**src/design/control_front_params.svh**
```systemverilog
// Constants for the control front end: offsets, fields, resets, timing
`ifndef CONTROL_FRONT_PARAMS_SVH
`define CONTROL_FRONT_PARAMS_SVH
// ==========================================================
// Register addresses on the plain port and the serial port
`define ADDR_TARGET       4'h1
`define ADDR_STATUS       4'h2
`define ADDR_CTRL_B       4'h4
// ==========================================================
// Control register B fields
`define CTRL_SLEEP_BIT    0
`define CTRL_EXT_FLL_BIT  1
`define CTRL_PROBE_LSB    2
`define CTRL_PROBE_MSB    3
`define CTRL_DIVIDE_BIT   4
// ==========================================================
// Reset values
`define TARGET_RESET      16'h0100
`define CTRL_B_RESET      16'h0000
// ==========================================================
// Serial frame: address bits first, then data bits, MSB first
`define SER_ADDR_BITS     5'h4
`define SER_FRAME_BITS    5'h14
// ==========================================================
// Timing: retract time in microseconds, clock rate in MHz
`define RETRACT_TIME_US   10000
`define CLK_RATE_MHZ      10
`define RETRACT_CYCLES    (`RETRACT_TIME_US * `CLK_RATE_MHZ)
`endif

```
**src/design/control_front_pkg.sv**
```systemverilog
// Types shared by the control front end
package control_front_pkg;
	// ==========================================================
	// Test mode decoded from the two mode pins
	typedef enum logic [1:0] {
		MODE_NORMAL  = 2'b00,
		MODE_PIN_MAP = 2'b01,
		MODE_HIZ     = 2'b10,
		MODE_PROBE   = 2'b11
	} test_mode_t;
	// ==========================================================
	// Low-voltage shutdown sequence
	typedef enum logic [1:0] {
		SEQ_RUN     = 2'b00,
		SEQ_CLEAR   = 2'b01,
		SEQ_RETRACT = 2'b10,
		SEQ_BRAKE   = 2'b11
	} shut_state_t;
	// ==========================================================
	// Pins that cross into the clock domain
	typedef struct packed {
		logic sclk;
		logic sdio;
		logic rw;
		logic select;
		logic testPin;
		logic qualifier;
		logic lowVoltage;
		logic probeIn;
		logic speedPulse;
	} pin_in_t;
	// ==========================================================
	// Power stage controls
	typedef struct packed {
		logic spinHighZ;
		logic syncRectEnable;
		logic retractEnable;
		logic brakeEnable;
	} power_ctl_t;
endpackage

```
**src/design/control_front.sv**
```systemverilog
// Control front end: serial port, prescale, test modes, shutdown sequence
`timescale 1ns/1ps
`include "control_front_params.svh"

module control_front #(
	parameter int RETRACT_CYCLES = `RETRACT_CYCLES
) (
	// Clock and reset
	input  wire logic                       clk,
	input  wire logic                       resetn,
	// Asynchronous pins
	input  wire control_front_pkg::pin_in_t pinsIn,
	// Serial data line drive
	output logic                            sdioOut,
	output logic                            sdioOe,
	// Digital probe pin drive
	output logic                            probeOut,
	output logic                            probeOe,
	// Analog probe control
	output logic                            analogProbeEnable,
	output logic [1:0]                      analogProbeSelect,
	// Test mode indications
	output logic                            pinMapCheck,
	output logic                            hizCheck,
	// Power stage controls
	output control_front_pkg::power_ctl_t   powerCtl,
	// Speed loop outputs
	output logic                            speedTooSlow,
	output logic                            speedTooFast,
	// Register port
	input  wire logic [3:0]                 regAddr,
	input  wire logic [15:0]                regWdata,
	input  wire logic                       regWrite,
	input  wire logic                       regRead,
	output logic [15:0]                     regRdata
);
	// ==========================================================
	// Functions
	function automatic control_front_pkg::test_mode_t modeDecode(
		input logic testPin, input logic qualifier);
		modeDecode = control_front_pkg::test_mode_t'({qualifier, testPin});
	endfunction

	function automatic logic [15:0] regView(input logic [3:0] addr,
		input logic [15:0] target, input logic [15:0] ctrlB,
		input logic [15:0] status);
		if (addr == `ADDR_TARGET) begin
			regView = target;
		end else if (addr == `ADDR_CTRL_B) begin
			regView = ctrlB;
		end else if (addr == `ADDR_STATUS) begin
			regView = status;
		end else begin
			regView = 16'h0000;
		end
	endfunction

	// ==========================================================
	// Declarations
	control_front_pkg::pin_in_t    syncA;
	control_front_pkg::pin_in_t    syncB;
	control_front_pkg::pin_in_t    syncC;
	control_front_pkg::pin_in_t    pins;
	control_front_pkg::pin_in_t    pinsLast;
	control_front_pkg::shut_state_t shutState;
	control_front_pkg::test_mode_t mode;
	logic [15:0]                   speedTarget;
	logic [15:0]                   ctrlB;
	logic [15:0]                   status;
	logic [31:0]                   retractCount;
	logic                          divideToggle;
	logic                          tick;
	logic [4:0]                    bitCount;
	logic                          frameRead;
	logic [3:0]                    serAddr;
	logic [15:0]                   serShift;
	logic                          serCommit;
	logic                          sclkRise;
	logic                          frameStart;
	logic                          dataPhase;
	logic                          released;
	logic                          fllRef;
	logic                          refRise;
	logic [15:0]                   periodCount;
	logic                          sleepMode;

	// ==========================================================
	// Pin synchronisers, change taken when stages two and three agree
	// Previous filtered pins kept alongside for edge detection
	always_ff @(posedge clk or negedge resetn) begin
		if (!resetn) begin
			syncA    <= '0;
			syncB    <= '0;
			syncC    <= '0;
			pins     <= '0;
			pinsLast <= '0;
		end else begin
			syncA    <= pinsIn;
			syncB    <= syncA;
			syncC    <= syncB;
			pins     <= (syncB & ~(syncB ^ syncC)) | (pins & (syncB ^ syncC));
			pinsLast <= pins;
		end
	end

	assign sclkRise   = pins.sclk & ~pinsLast.sclk;
	assign frameStart = pins.select & ~pinsLast.select;
	assign sleepMode  = ctrlB[`CTRL_SLEEP_BIT];

	// ==========================================================
	// Shutdown sequencer after low voltage
	always_ff @(posedge clk or negedge resetn) begin
		if (!resetn) begin
			shutState <= control_front_pkg::SEQ_CLEAR;
		end else begin
			case (shutState)
				control_front_pkg::SEQ_RUN: begin
					if (pins.lowVoltage) begin
						shutState <= control_front_pkg::SEQ_CLEAR;
					end
				end
				control_front_pkg::SEQ_CLEAR: begin
					shutState <= control_front_pkg::SEQ_RETRACT;
				end
				control_front_pkg::SEQ_RETRACT: begin
					if (retractCount == 32'(RETRACT_CYCLES - 1)) begin
						shutState <= control_front_pkg::SEQ_BRAKE;
					end
				end
				control_front_pkg::SEQ_BRAKE: begin
					if (!pins.lowVoltage) begin
						shutState <= control_front_pkg::SEQ_RUN;
					end
				end
				default: begin
					shutState <= control_front_pkg::SEQ_CLEAR;
				end
			endcase
		end
	end

	// Retract timer
	always_ff @(posedge clk or negedge resetn) begin
		if (!resetn) begin
			retractCount <= 32'h0000_0000;
		end else if (shutState == control_front_pkg::SEQ_RETRACT) begin
			retractCount <= retractCount + 32'h0000_0001;
		end else begin
			retractCount <= 32'h0000_0000;
		end
	end

	// Power stage controls from the sequence; qualifier pin not used
	always_ff @(posedge clk or negedge resetn) begin
		if (!resetn) begin
			powerCtl <= 4'b1100;
		end else begin
			powerCtl.spinHighZ      <= (shutState ==
				control_front_pkg::SEQ_CLEAR) ||
				(shutState == control_front_pkg::SEQ_RETRACT);
			powerCtl.syncRectEnable <= (shutState ==
				control_front_pkg::SEQ_CLEAR) ||
				(shutState == control_front_pkg::SEQ_RETRACT);
			powerCtl.retractEnable  <= shutState ==
				control_front_pkg::SEQ_RETRACT;
			powerCtl.brakeEnable    <= shutState ==
				control_front_pkg::SEQ_BRAKE;
		end
	end

	// ==========================================================
	// Registers, plain port wins over a serial commit in one cycle
	always_ff @(posedge clk or negedge resetn) begin
		if (!resetn) begin
			speedTarget <= `TARGET_RESET;
			ctrlB       <= `CTRL_B_RESET;
		end else if (shutState == control_front_pkg::SEQ_CLEAR) begin
			speedTarget <= `TARGET_RESET;
			ctrlB       <= `CTRL_B_RESET;
		end else if (regWrite) begin
			if (regAddr == `ADDR_TARGET) begin
				speedTarget <= regWdata;
			end else if (regAddr == `ADDR_CTRL_B) begin
				ctrlB <= regWdata;
			end
		end else if (serCommit) begin
			if (serAddr == `ADDR_TARGET) begin
				speedTarget <= {serShift[14:0], pins.sdio};
			end else if (serAddr == `ADDR_CTRL_B) begin
				ctrlB <= {serShift[14:0], pins.sdio};
			end
		end
	end

	assign status = {10'h000, speedTooFast, speedTooSlow,
		shutState, mode};

	// Read data one cycle after the strobe
	always_ff @(posedge clk or negedge resetn) begin
		if (!resetn) begin
			regRdata <= 16'h0000;
		end else if (regRead) begin
			regRdata <= regView(regAddr, speedTarget, ctrlB, status);
		end else begin
			regRdata <= 16'h0000;
		end
	end

	// ==========================================================
	// Serial port: address bits, then data bits, MSB first
	assign released  = sleepMode ||
		(shutState != control_front_pkg::SEQ_RUN) ||
		(mode == control_front_pkg::MODE_HIZ);
	assign dataPhase = bitCount >= `SER_ADDR_BITS;
	assign serCommit = pins.select && !frameRead && sclkRise &&
		(bitCount == `SER_FRAME_BITS - 5'h01);

	always_ff @(posedge clk or negedge resetn) begin
		if (!resetn) begin
			bitCount  <= 5'h00;
			frameRead <= 1'b0;
			serAddr   <= 4'h0;
			serShift  <= 16'h0000;
		end else if (frameStart) begin
			bitCount  <= 5'h00;
			frameRead <= pins.rw;
		end else if (pins.select && sclkRise &&
			bitCount < `SER_FRAME_BITS) begin
			bitCount <= bitCount + 5'h01;
			if (!dataPhase) begin
				serAddr <= {serAddr[2:0], pins.sdio};
				if (bitCount == `SER_ADDR_BITS - 5'h01) begin
					serShift <= regView({serAddr[2:0], pins.sdio},
						speedTarget, ctrlB, status);
				end
			end else begin
				serShift <= {serShift[14:0], pins.sdio};
			end
		end
	end

	// Line driven only during read data phase of a live frame
	assign sdioOe  = pins.select && frameRead && dataPhase &&
		(bitCount < `SER_FRAME_BITS) && !released;
	assign sdioOut = sdioOe & serShift[15];

	// ==========================================================
	// Clock prescale tick
	always_ff @(posedge clk or negedge resetn) begin
		if (!resetn) begin
			divideToggle <= 1'b0;
		end else begin
			divideToggle <= ~divideToggle;
		end
	end

	assign tick = !ctrlB[`CTRL_DIVIDE_BIT] || divideToggle;

	// ==========================================================
	// Test mode decode and probe pins
	assign mode        = modeDecode(pins.testPin, pins.qualifier);
	assign pinMapCheck = mode == control_front_pkg::MODE_PIN_MAP;
	assign hizCheck    = mode == control_front_pkg::MODE_HIZ;

	always_ff @(posedge clk or negedge resetn) begin
		if (!resetn) begin
			analogProbeEnable <= 1'b0;
			analogProbeSelect <= 2'b00;
		end else begin
			analogProbeEnable <= mode == control_front_pkg::MODE_PROBE;
			analogProbeSelect <= ctrlB[`CTRL_PROBE_MSB:`CTRL_PROBE_LSB];
		end
	end

	// Digital probe drives in probe mode, unless the loop takes it as clock input
	always_ff @(posedge clk or negedge resetn) begin
		if (!resetn) begin
			probeOe  <= 1'b0;
			probeOut <= 1'b0;
		end else begin
			probeOe <= (mode == control_front_pkg::MODE_PROBE) &&
				!ctrlB[`CTRL_EXT_FLL_BIT];
			case (ctrlB[`CTRL_PROBE_MSB:`CTRL_PROBE_LSB])
				2'b00: probeOut <= tick;
				2'b01: probeOut <= pins.sclk;
				2'b10: probeOut <= powerCtl.retractEnable;
				default: probeOut <= speedTooSlow;
			endcase
		end
	end

	// ==========================================================
	// Speed loop: reference period in ticks against target
	assign fllRef  = ctrlB[`CTRL_EXT_FLL_BIT] ? pins.probeIn :
		pins.speedPulse;
	assign refRise = fllRef & ~(ctrlB[`CTRL_EXT_FLL_BIT] ?
		pinsLast.probeIn : pinsLast.speedPulse);

	always_ff @(posedge clk or negedge resetn) begin
		if (!resetn) begin
			periodCount  <= 16'h0000;
			speedTooSlow <= 1'b0;
			speedTooFast <= 1'b0;
		end else if (shutState != control_front_pkg::SEQ_RUN) begin
			periodCount  <= 16'h0000;
			speedTooSlow <= 1'b0;
			speedTooFast <= 1'b0;
		end else if (refRise) begin
			periodCount  <= 16'h0000;
			speedTooSlow <= periodCount > speedTarget;
			speedTooFast <= periodCount < speedTarget;
		end else if (tick && periodCount != 16'hFFFF) begin
			periodCount <= periodCount + 16'h0001;
		end
	end
endmodule // control_front

```
**config.mk**
```make
export PLATFORM = sky130hd
export DESIGN_NAME = control_front
export DESIGN_NICKNAME = d
export VERILOG_FILES = /design/src/design/control_front_pkg.sv /design/src/design/control_front.sv
export VERILOG_INCLUDE_DIRS = /design/src /design/src/design
export SDC_FILE = /design/constraint.sdc
export NUM_CORES = 1
export LEC_CHECK = 0
export ABC_AREA = 1
export BUFFER_PORTS_ARGS = -buffer_cell sky130_fd_sc_hd__clkbuf_2
export CAP_MARGIN = 20
export CORE_UTILIZATION = 40
export DETAILED_ROUTE_END_ITERATION = 8
export GPL_ROUTABILITY_DRIVEN = 0
export PLACE_DENSITY = 0.55
export REMOVE_ABC_BUFFERS = 1
export SLEW_MARGIN = 20
export SYNTH_ARGS = -nofsm -noshare
export SYNTH_HDL_FRONTEND = slang
export SYNTH_SLANG_ARGS = --single-unit
```
**constraint.sdc**
```tcl
create_clock -name clk -period 3.82 [get_ports clk]
set_input_delay 0 -clock clk [delete_from_list [all_inputs] [get_ports clk]]
set_output_delay 0 -clock clk [all_outputs]
set_load 0.05 [all_outputs]
```
==> impl_summary.log <==
[metrics] kind of start point of the critical path: flip-flop
[metrics] critical path data arrival time: 2.55 ns
[metrics] initial antenna violation count: 0
[metrics] number of buffers inserted during clock tree synthesis: 17
[metrics] pwr dens: 575 nW/um2
[metrics] Detailed Place HPWL: 15500 um
[metrics] flip-flop cell with the highest count after synthesis: sky130_fd_sc_hd__dfrtp_1
[metrics] cell with the largest stage delay on the worst path: sky130_fd_sc_hd__nor4_1
[metrics] Endpoint, Worst Hold: regRdata[14]
[metrics] wire length of the first global-routing pass: 36700 um
[metrics] largest cells by area after synthesis: sky130_fd_sc_hd__dfrtp_1 50%, sky130_fd_sc_hd__nand2_1 11%, sky130_fd_sc_hd__nor2_1 6.2%
[metrics] number of enable-type register cells in the synthesized netlist: 0
[metrics] iteration count of the initial detailed-routing pass: 5
[metrics] Final ANT Viol Nets: 0
[metrics] Max Clock Freq: 392 MHz
[metrics] critical path capture point type: output port
[metrics] non-filler cells in the finished layout: 1444
[metrics] Comb power frac: 26.5%
[metrics] sequential area share after synthesis: 50.8%
[metrics] commonest cells after routing, fill and taps aside: 254 x sky130_fd_sc_hd__nand2_1, 172 x sky130_fd_sc_hd__dfrtp_1, 143 x sky130_fd_sc_hd__nor2_1
[metrics] commonest non-fill, non-tap cell in the layout: sky130_fd_sc_hd__nand2_1
[metrics] number of cells on the worst reg-to-reg path: 8
[metrics] drt drc: 0
[metrics] Overall Global Routing Usage: 21.5%
[metrics] count of buffers added by post-CTS timing repair for setup: 0
[metrics] mux cell area share after synthesis: 0%
[metrics] number of global-route vias before repair: 7008
[metrics] Worst R2R Start: shutState[1]
[metrics] total die area: 22200 um2
[metrics] per-instance average area after synthesis: 8.08 um2
[metrics] Layout Nets: 1213
[metrics] Port Buffer Count: 63
[metrics] endpoint of the most critical register-to-register path: speedTarget[6]
[metrics] max-cap violation count: 0
[metrics] final design utilization: 48.1%
[metrics] Hold Fails Final Rpt: 0
[metrics] Reg2Reg Setup Slack: 1.48 ns
[metrics] headroom to the max-slew limit: 29.9%
[metrics] Pleak: 0.00466 uW
[metrics] post-detailed-routing wire length: 22300 um
[metrics] compound-cell area share of the yosys netlist: 11.8%
[metrics] required time worst endpoint: 3.82 ns
[metrics] Hold Crit Depth: 4
[metrics] area fraction of the dominant cell type after synthesis: 49.8%
[metrics] Design Area, Final: 10100 um2
[metrics] placeable core area: 21100 um2
[metrics] maximum number of pins on one net before global-route repair: 111
[metrics] cell area after synthesis: 8630 um2
[metrics] yosys synthesis warning count: 0
[metrics] maximum count of clock buffers along a single path: 2
[metrics] routed length per instance: 15.4 um
[metrics] clk sink count: 175
[metrics] unrepaired setup endpoints after global routing: no
[metrics] Die X: 149 um
[metrics] #FFs+latches synth: 175
[metrics] type of the most critical hold path: input pin to flip-flop
[metrics] floorplan die height: 149 um
[metrics] average vias per placed instance: 5.04
[metrics] Async S/R FF share, synth: 100%
[metrics] worst skew pair latency: 0.44 ns
[metrics] count of vias placed by the detailed router: 7284
[metrics] share of the clock period used by the worst path: 66.8%
[metrics] CTS tree: done
[metrics] Iteration-0 DRC Markers: 380
[metrics] worst-margin pin slew: 1.05 ns
[metrics] NetSw: 2250 uW
[metrics] standard-cell row count: 53
[metrics] synthesis-to-finish area growth: 17.5%
[metrics] grt total ovfl: 0
[metrics] status: completed
[metrics] origin of the worst min-delay path: regAddr[2]
[metrics] highest net fanout along the worst path: 19
[metrics] VDD IR max: 0.312 mV
[metrics] maximum cell stage delay along the critical path: 0.52 ns
[metrics] Worst Skew: 0.0101 ns
[metrics] main combinational cell family by area after synthesis: simple AND/OR/NAND/NOR gates
[metrics] relative contribution of sequential cells to total power: 41.8%
[metrics] clock period minus final worst setup slack: 2.55 ns
[metrics] post-synthesis cell type count: 45
[metrics] internal cell power: 3580 uW
[metrics] fraction of final layout cells sized beyond drive strength 1: 12.0%
[metrics] post-synthesis adder-cell area fraction: 4.52%
[metrics] cells after synthesis: 1068
[metrics] initial core utilization: 40.9%
[metrics] Synth area leader: sky130_fd_sc_hd__dfrtp_1
[metrics] I/O pins: 64
[metrics] total setup violations reported at the end of the flow: 0
[metrics] switching power share of the total: 38.6%
[metrics] CTS Root Cell: sky130_fd_sc_hd__clkbuf_16
[metrics] synthesized-area fraction occupied by and/or/nand/nor cells: 25.4%
[metrics] area of placed instances: 9240 um2
[metrics] number of antenna repair diodes: 0
[metrics] Max Slew Vio Count: 0
[metrics] clock share of power: 31.7%
[metrics] Setup TNS Final: 0 ns
[metrics] cell-by-cell listing of the critical path: nor2_1 > nand2_2 > inv_2 > nor4_1 > and2_1 > clkbuf_2
[metrics] CTS H-tree depth: 4
[metrics] cell count after placement: 1386
[metrics] xor/xnor cell area share of the yosys netlist: 0.811%
[metrics] critical setup path kind: flip-flop to output port
[metrics] clock-pin slew on the worst setup and hold paths: 0.08 ns
## final cells by class
type,instances,area [um2]
fill,2088,10900
sequential,175,4380
multi-input combinational,746,3670
timing repair buffer,96,649
inverter,120,453
clock buffer,17,425
tap,275,344
clock inverter,15,218
## layer usage
layer / global-route usage, % / part of all wire, % / vias up
met3: 3.30 / 3.9 / 27
met5: 0 / 0 / -
li1: - / - / 3658
met2: 34.9 / 46 / 154
met4: 7.40 / 2.1 / 0
met1: 29.3 / 48 / 3445
## through the flow
stage	hold slack (ns)	setup WS (ns)	total power [uW]
3_3_place_gp	0.108	1.56	3980
6_report	0.106	1.27	5830
4_1_cts	0.102	1.20	5900
3_5_place_dp	0.110	1.50	4000
5_1_grt	0.128	1.06	6210
2_1_floorplan	-0.296	0.795	3430
## registers in the layout, indices dropped and copies added (netlist names), 3 cells and up, named ones only
signal / cells
retractCount: 32
ctrlB: 16
periodCount: 16
regRdata: 16
serShift: 16
speedTarget: 16
syncA: 9
syncB: 9
syncC: 9
bitCount: 5
pinsLast: 4
serAddr: 4
powerCtl: 3
## repair_timing
action,CTS,global route
hold buffers,26,0
resized for setup,0,0
hold endpoints to repair,150,0
## logic make-up (layout without fill, tap and decap cells)
logic type      Yosys count  after routing
compound gates          183            183
buf+inv                 147            248
fa+ha+maj                33             33
flops                   175            175
xor+xnor                  8              8
simple gates            522            522
## critical path: cells and delay by family (launching register included)
kind	cells	cell delay [ns]
buffers and inverters	2	0.58
flip-flops	1	0.37
AND/OR/NAND/NOR	4	1.16
## power groups by stage
stage / registers [uW] / logic, uW / clock network (uW)
CTS: 2430 / 1570 / 1900
detailed placement: 2470 / 1530 / 0
global route: 2480 / 1750 / 1980
global placement: 2470 / 1510 / 0
floorplan: 2550 / 883 / 0
finish: 2440 / 1550 / 1850
## worst max-delay path by stage
stage,startpoint,endpoint,slack (ns)
floorplan,shutState[1],sdioOut,0.79
finish,bitCount[2],sdioOut,1.27
global route,shutState[1],sdioOut,1.06
global placement,shutState[1],speedTarget[3],1.56
detailed placement,shutState[1],ctrlB[8],1.50
CTS,shutState[1],sdioOut,1.20
## synthesized netlist by cell type, types with 2 or more instances
master,instances
sky130_fd_sc_hd__nand2_1,254
sky130_fd_sc_hd__dfrtp_1,172
sky130_fd_sc_hd__nor2_1,143
sky130_fd_sc_hd__inv_1,98
sky130_fd_sc_hd__nand3_1,63
sky130_fd_sc_hd__o21ai_1,58
sky130_fd_sc_hd__a21oi_1,43
sky130_fd_sc_hd__o21ai_0,40
sky130_fd_sc_hd__ha_1,24
sky130_fd_sc_hd__nand4_1,21
sky130_fd_sc_hd__nor3_1,20
sky130_fd_sc_hd__inv_2,19
sky130_fd_sc_hd__clkbuf_1,17
sky130_fd_sc_hd__a22oi_1,15
sky130_fd_sc_hd__maj3_1,9
sky130_fd_sc_hd__o21bai_1,8
sky130_fd_sc_hd__o22ai_1,8
sky130_fd_sc_hd__buf_2,6
sky130_fd_sc_hd__xor2_1,6
sky130_fd_sc_hd__nand2_2,4
sky130_fd_sc_hd__nor2_2,4
sky130_fd_sc_hd__dfstp_2,3
sky130_fd_sc_hd__nor2_4,3
sky130_fd_sc_hd__o211ai_1,3
sky130_fd_sc_hd__o21a_1,3
sky130_fd_sc_hd__buf_6,2
sky130_fd_sc_hd__clkinv_1,2
sky130_fd_sc_hd__or2_1,2
sky130_fd_sc_hd__xnor2_1,2
(Power assumes the default switching activity.)
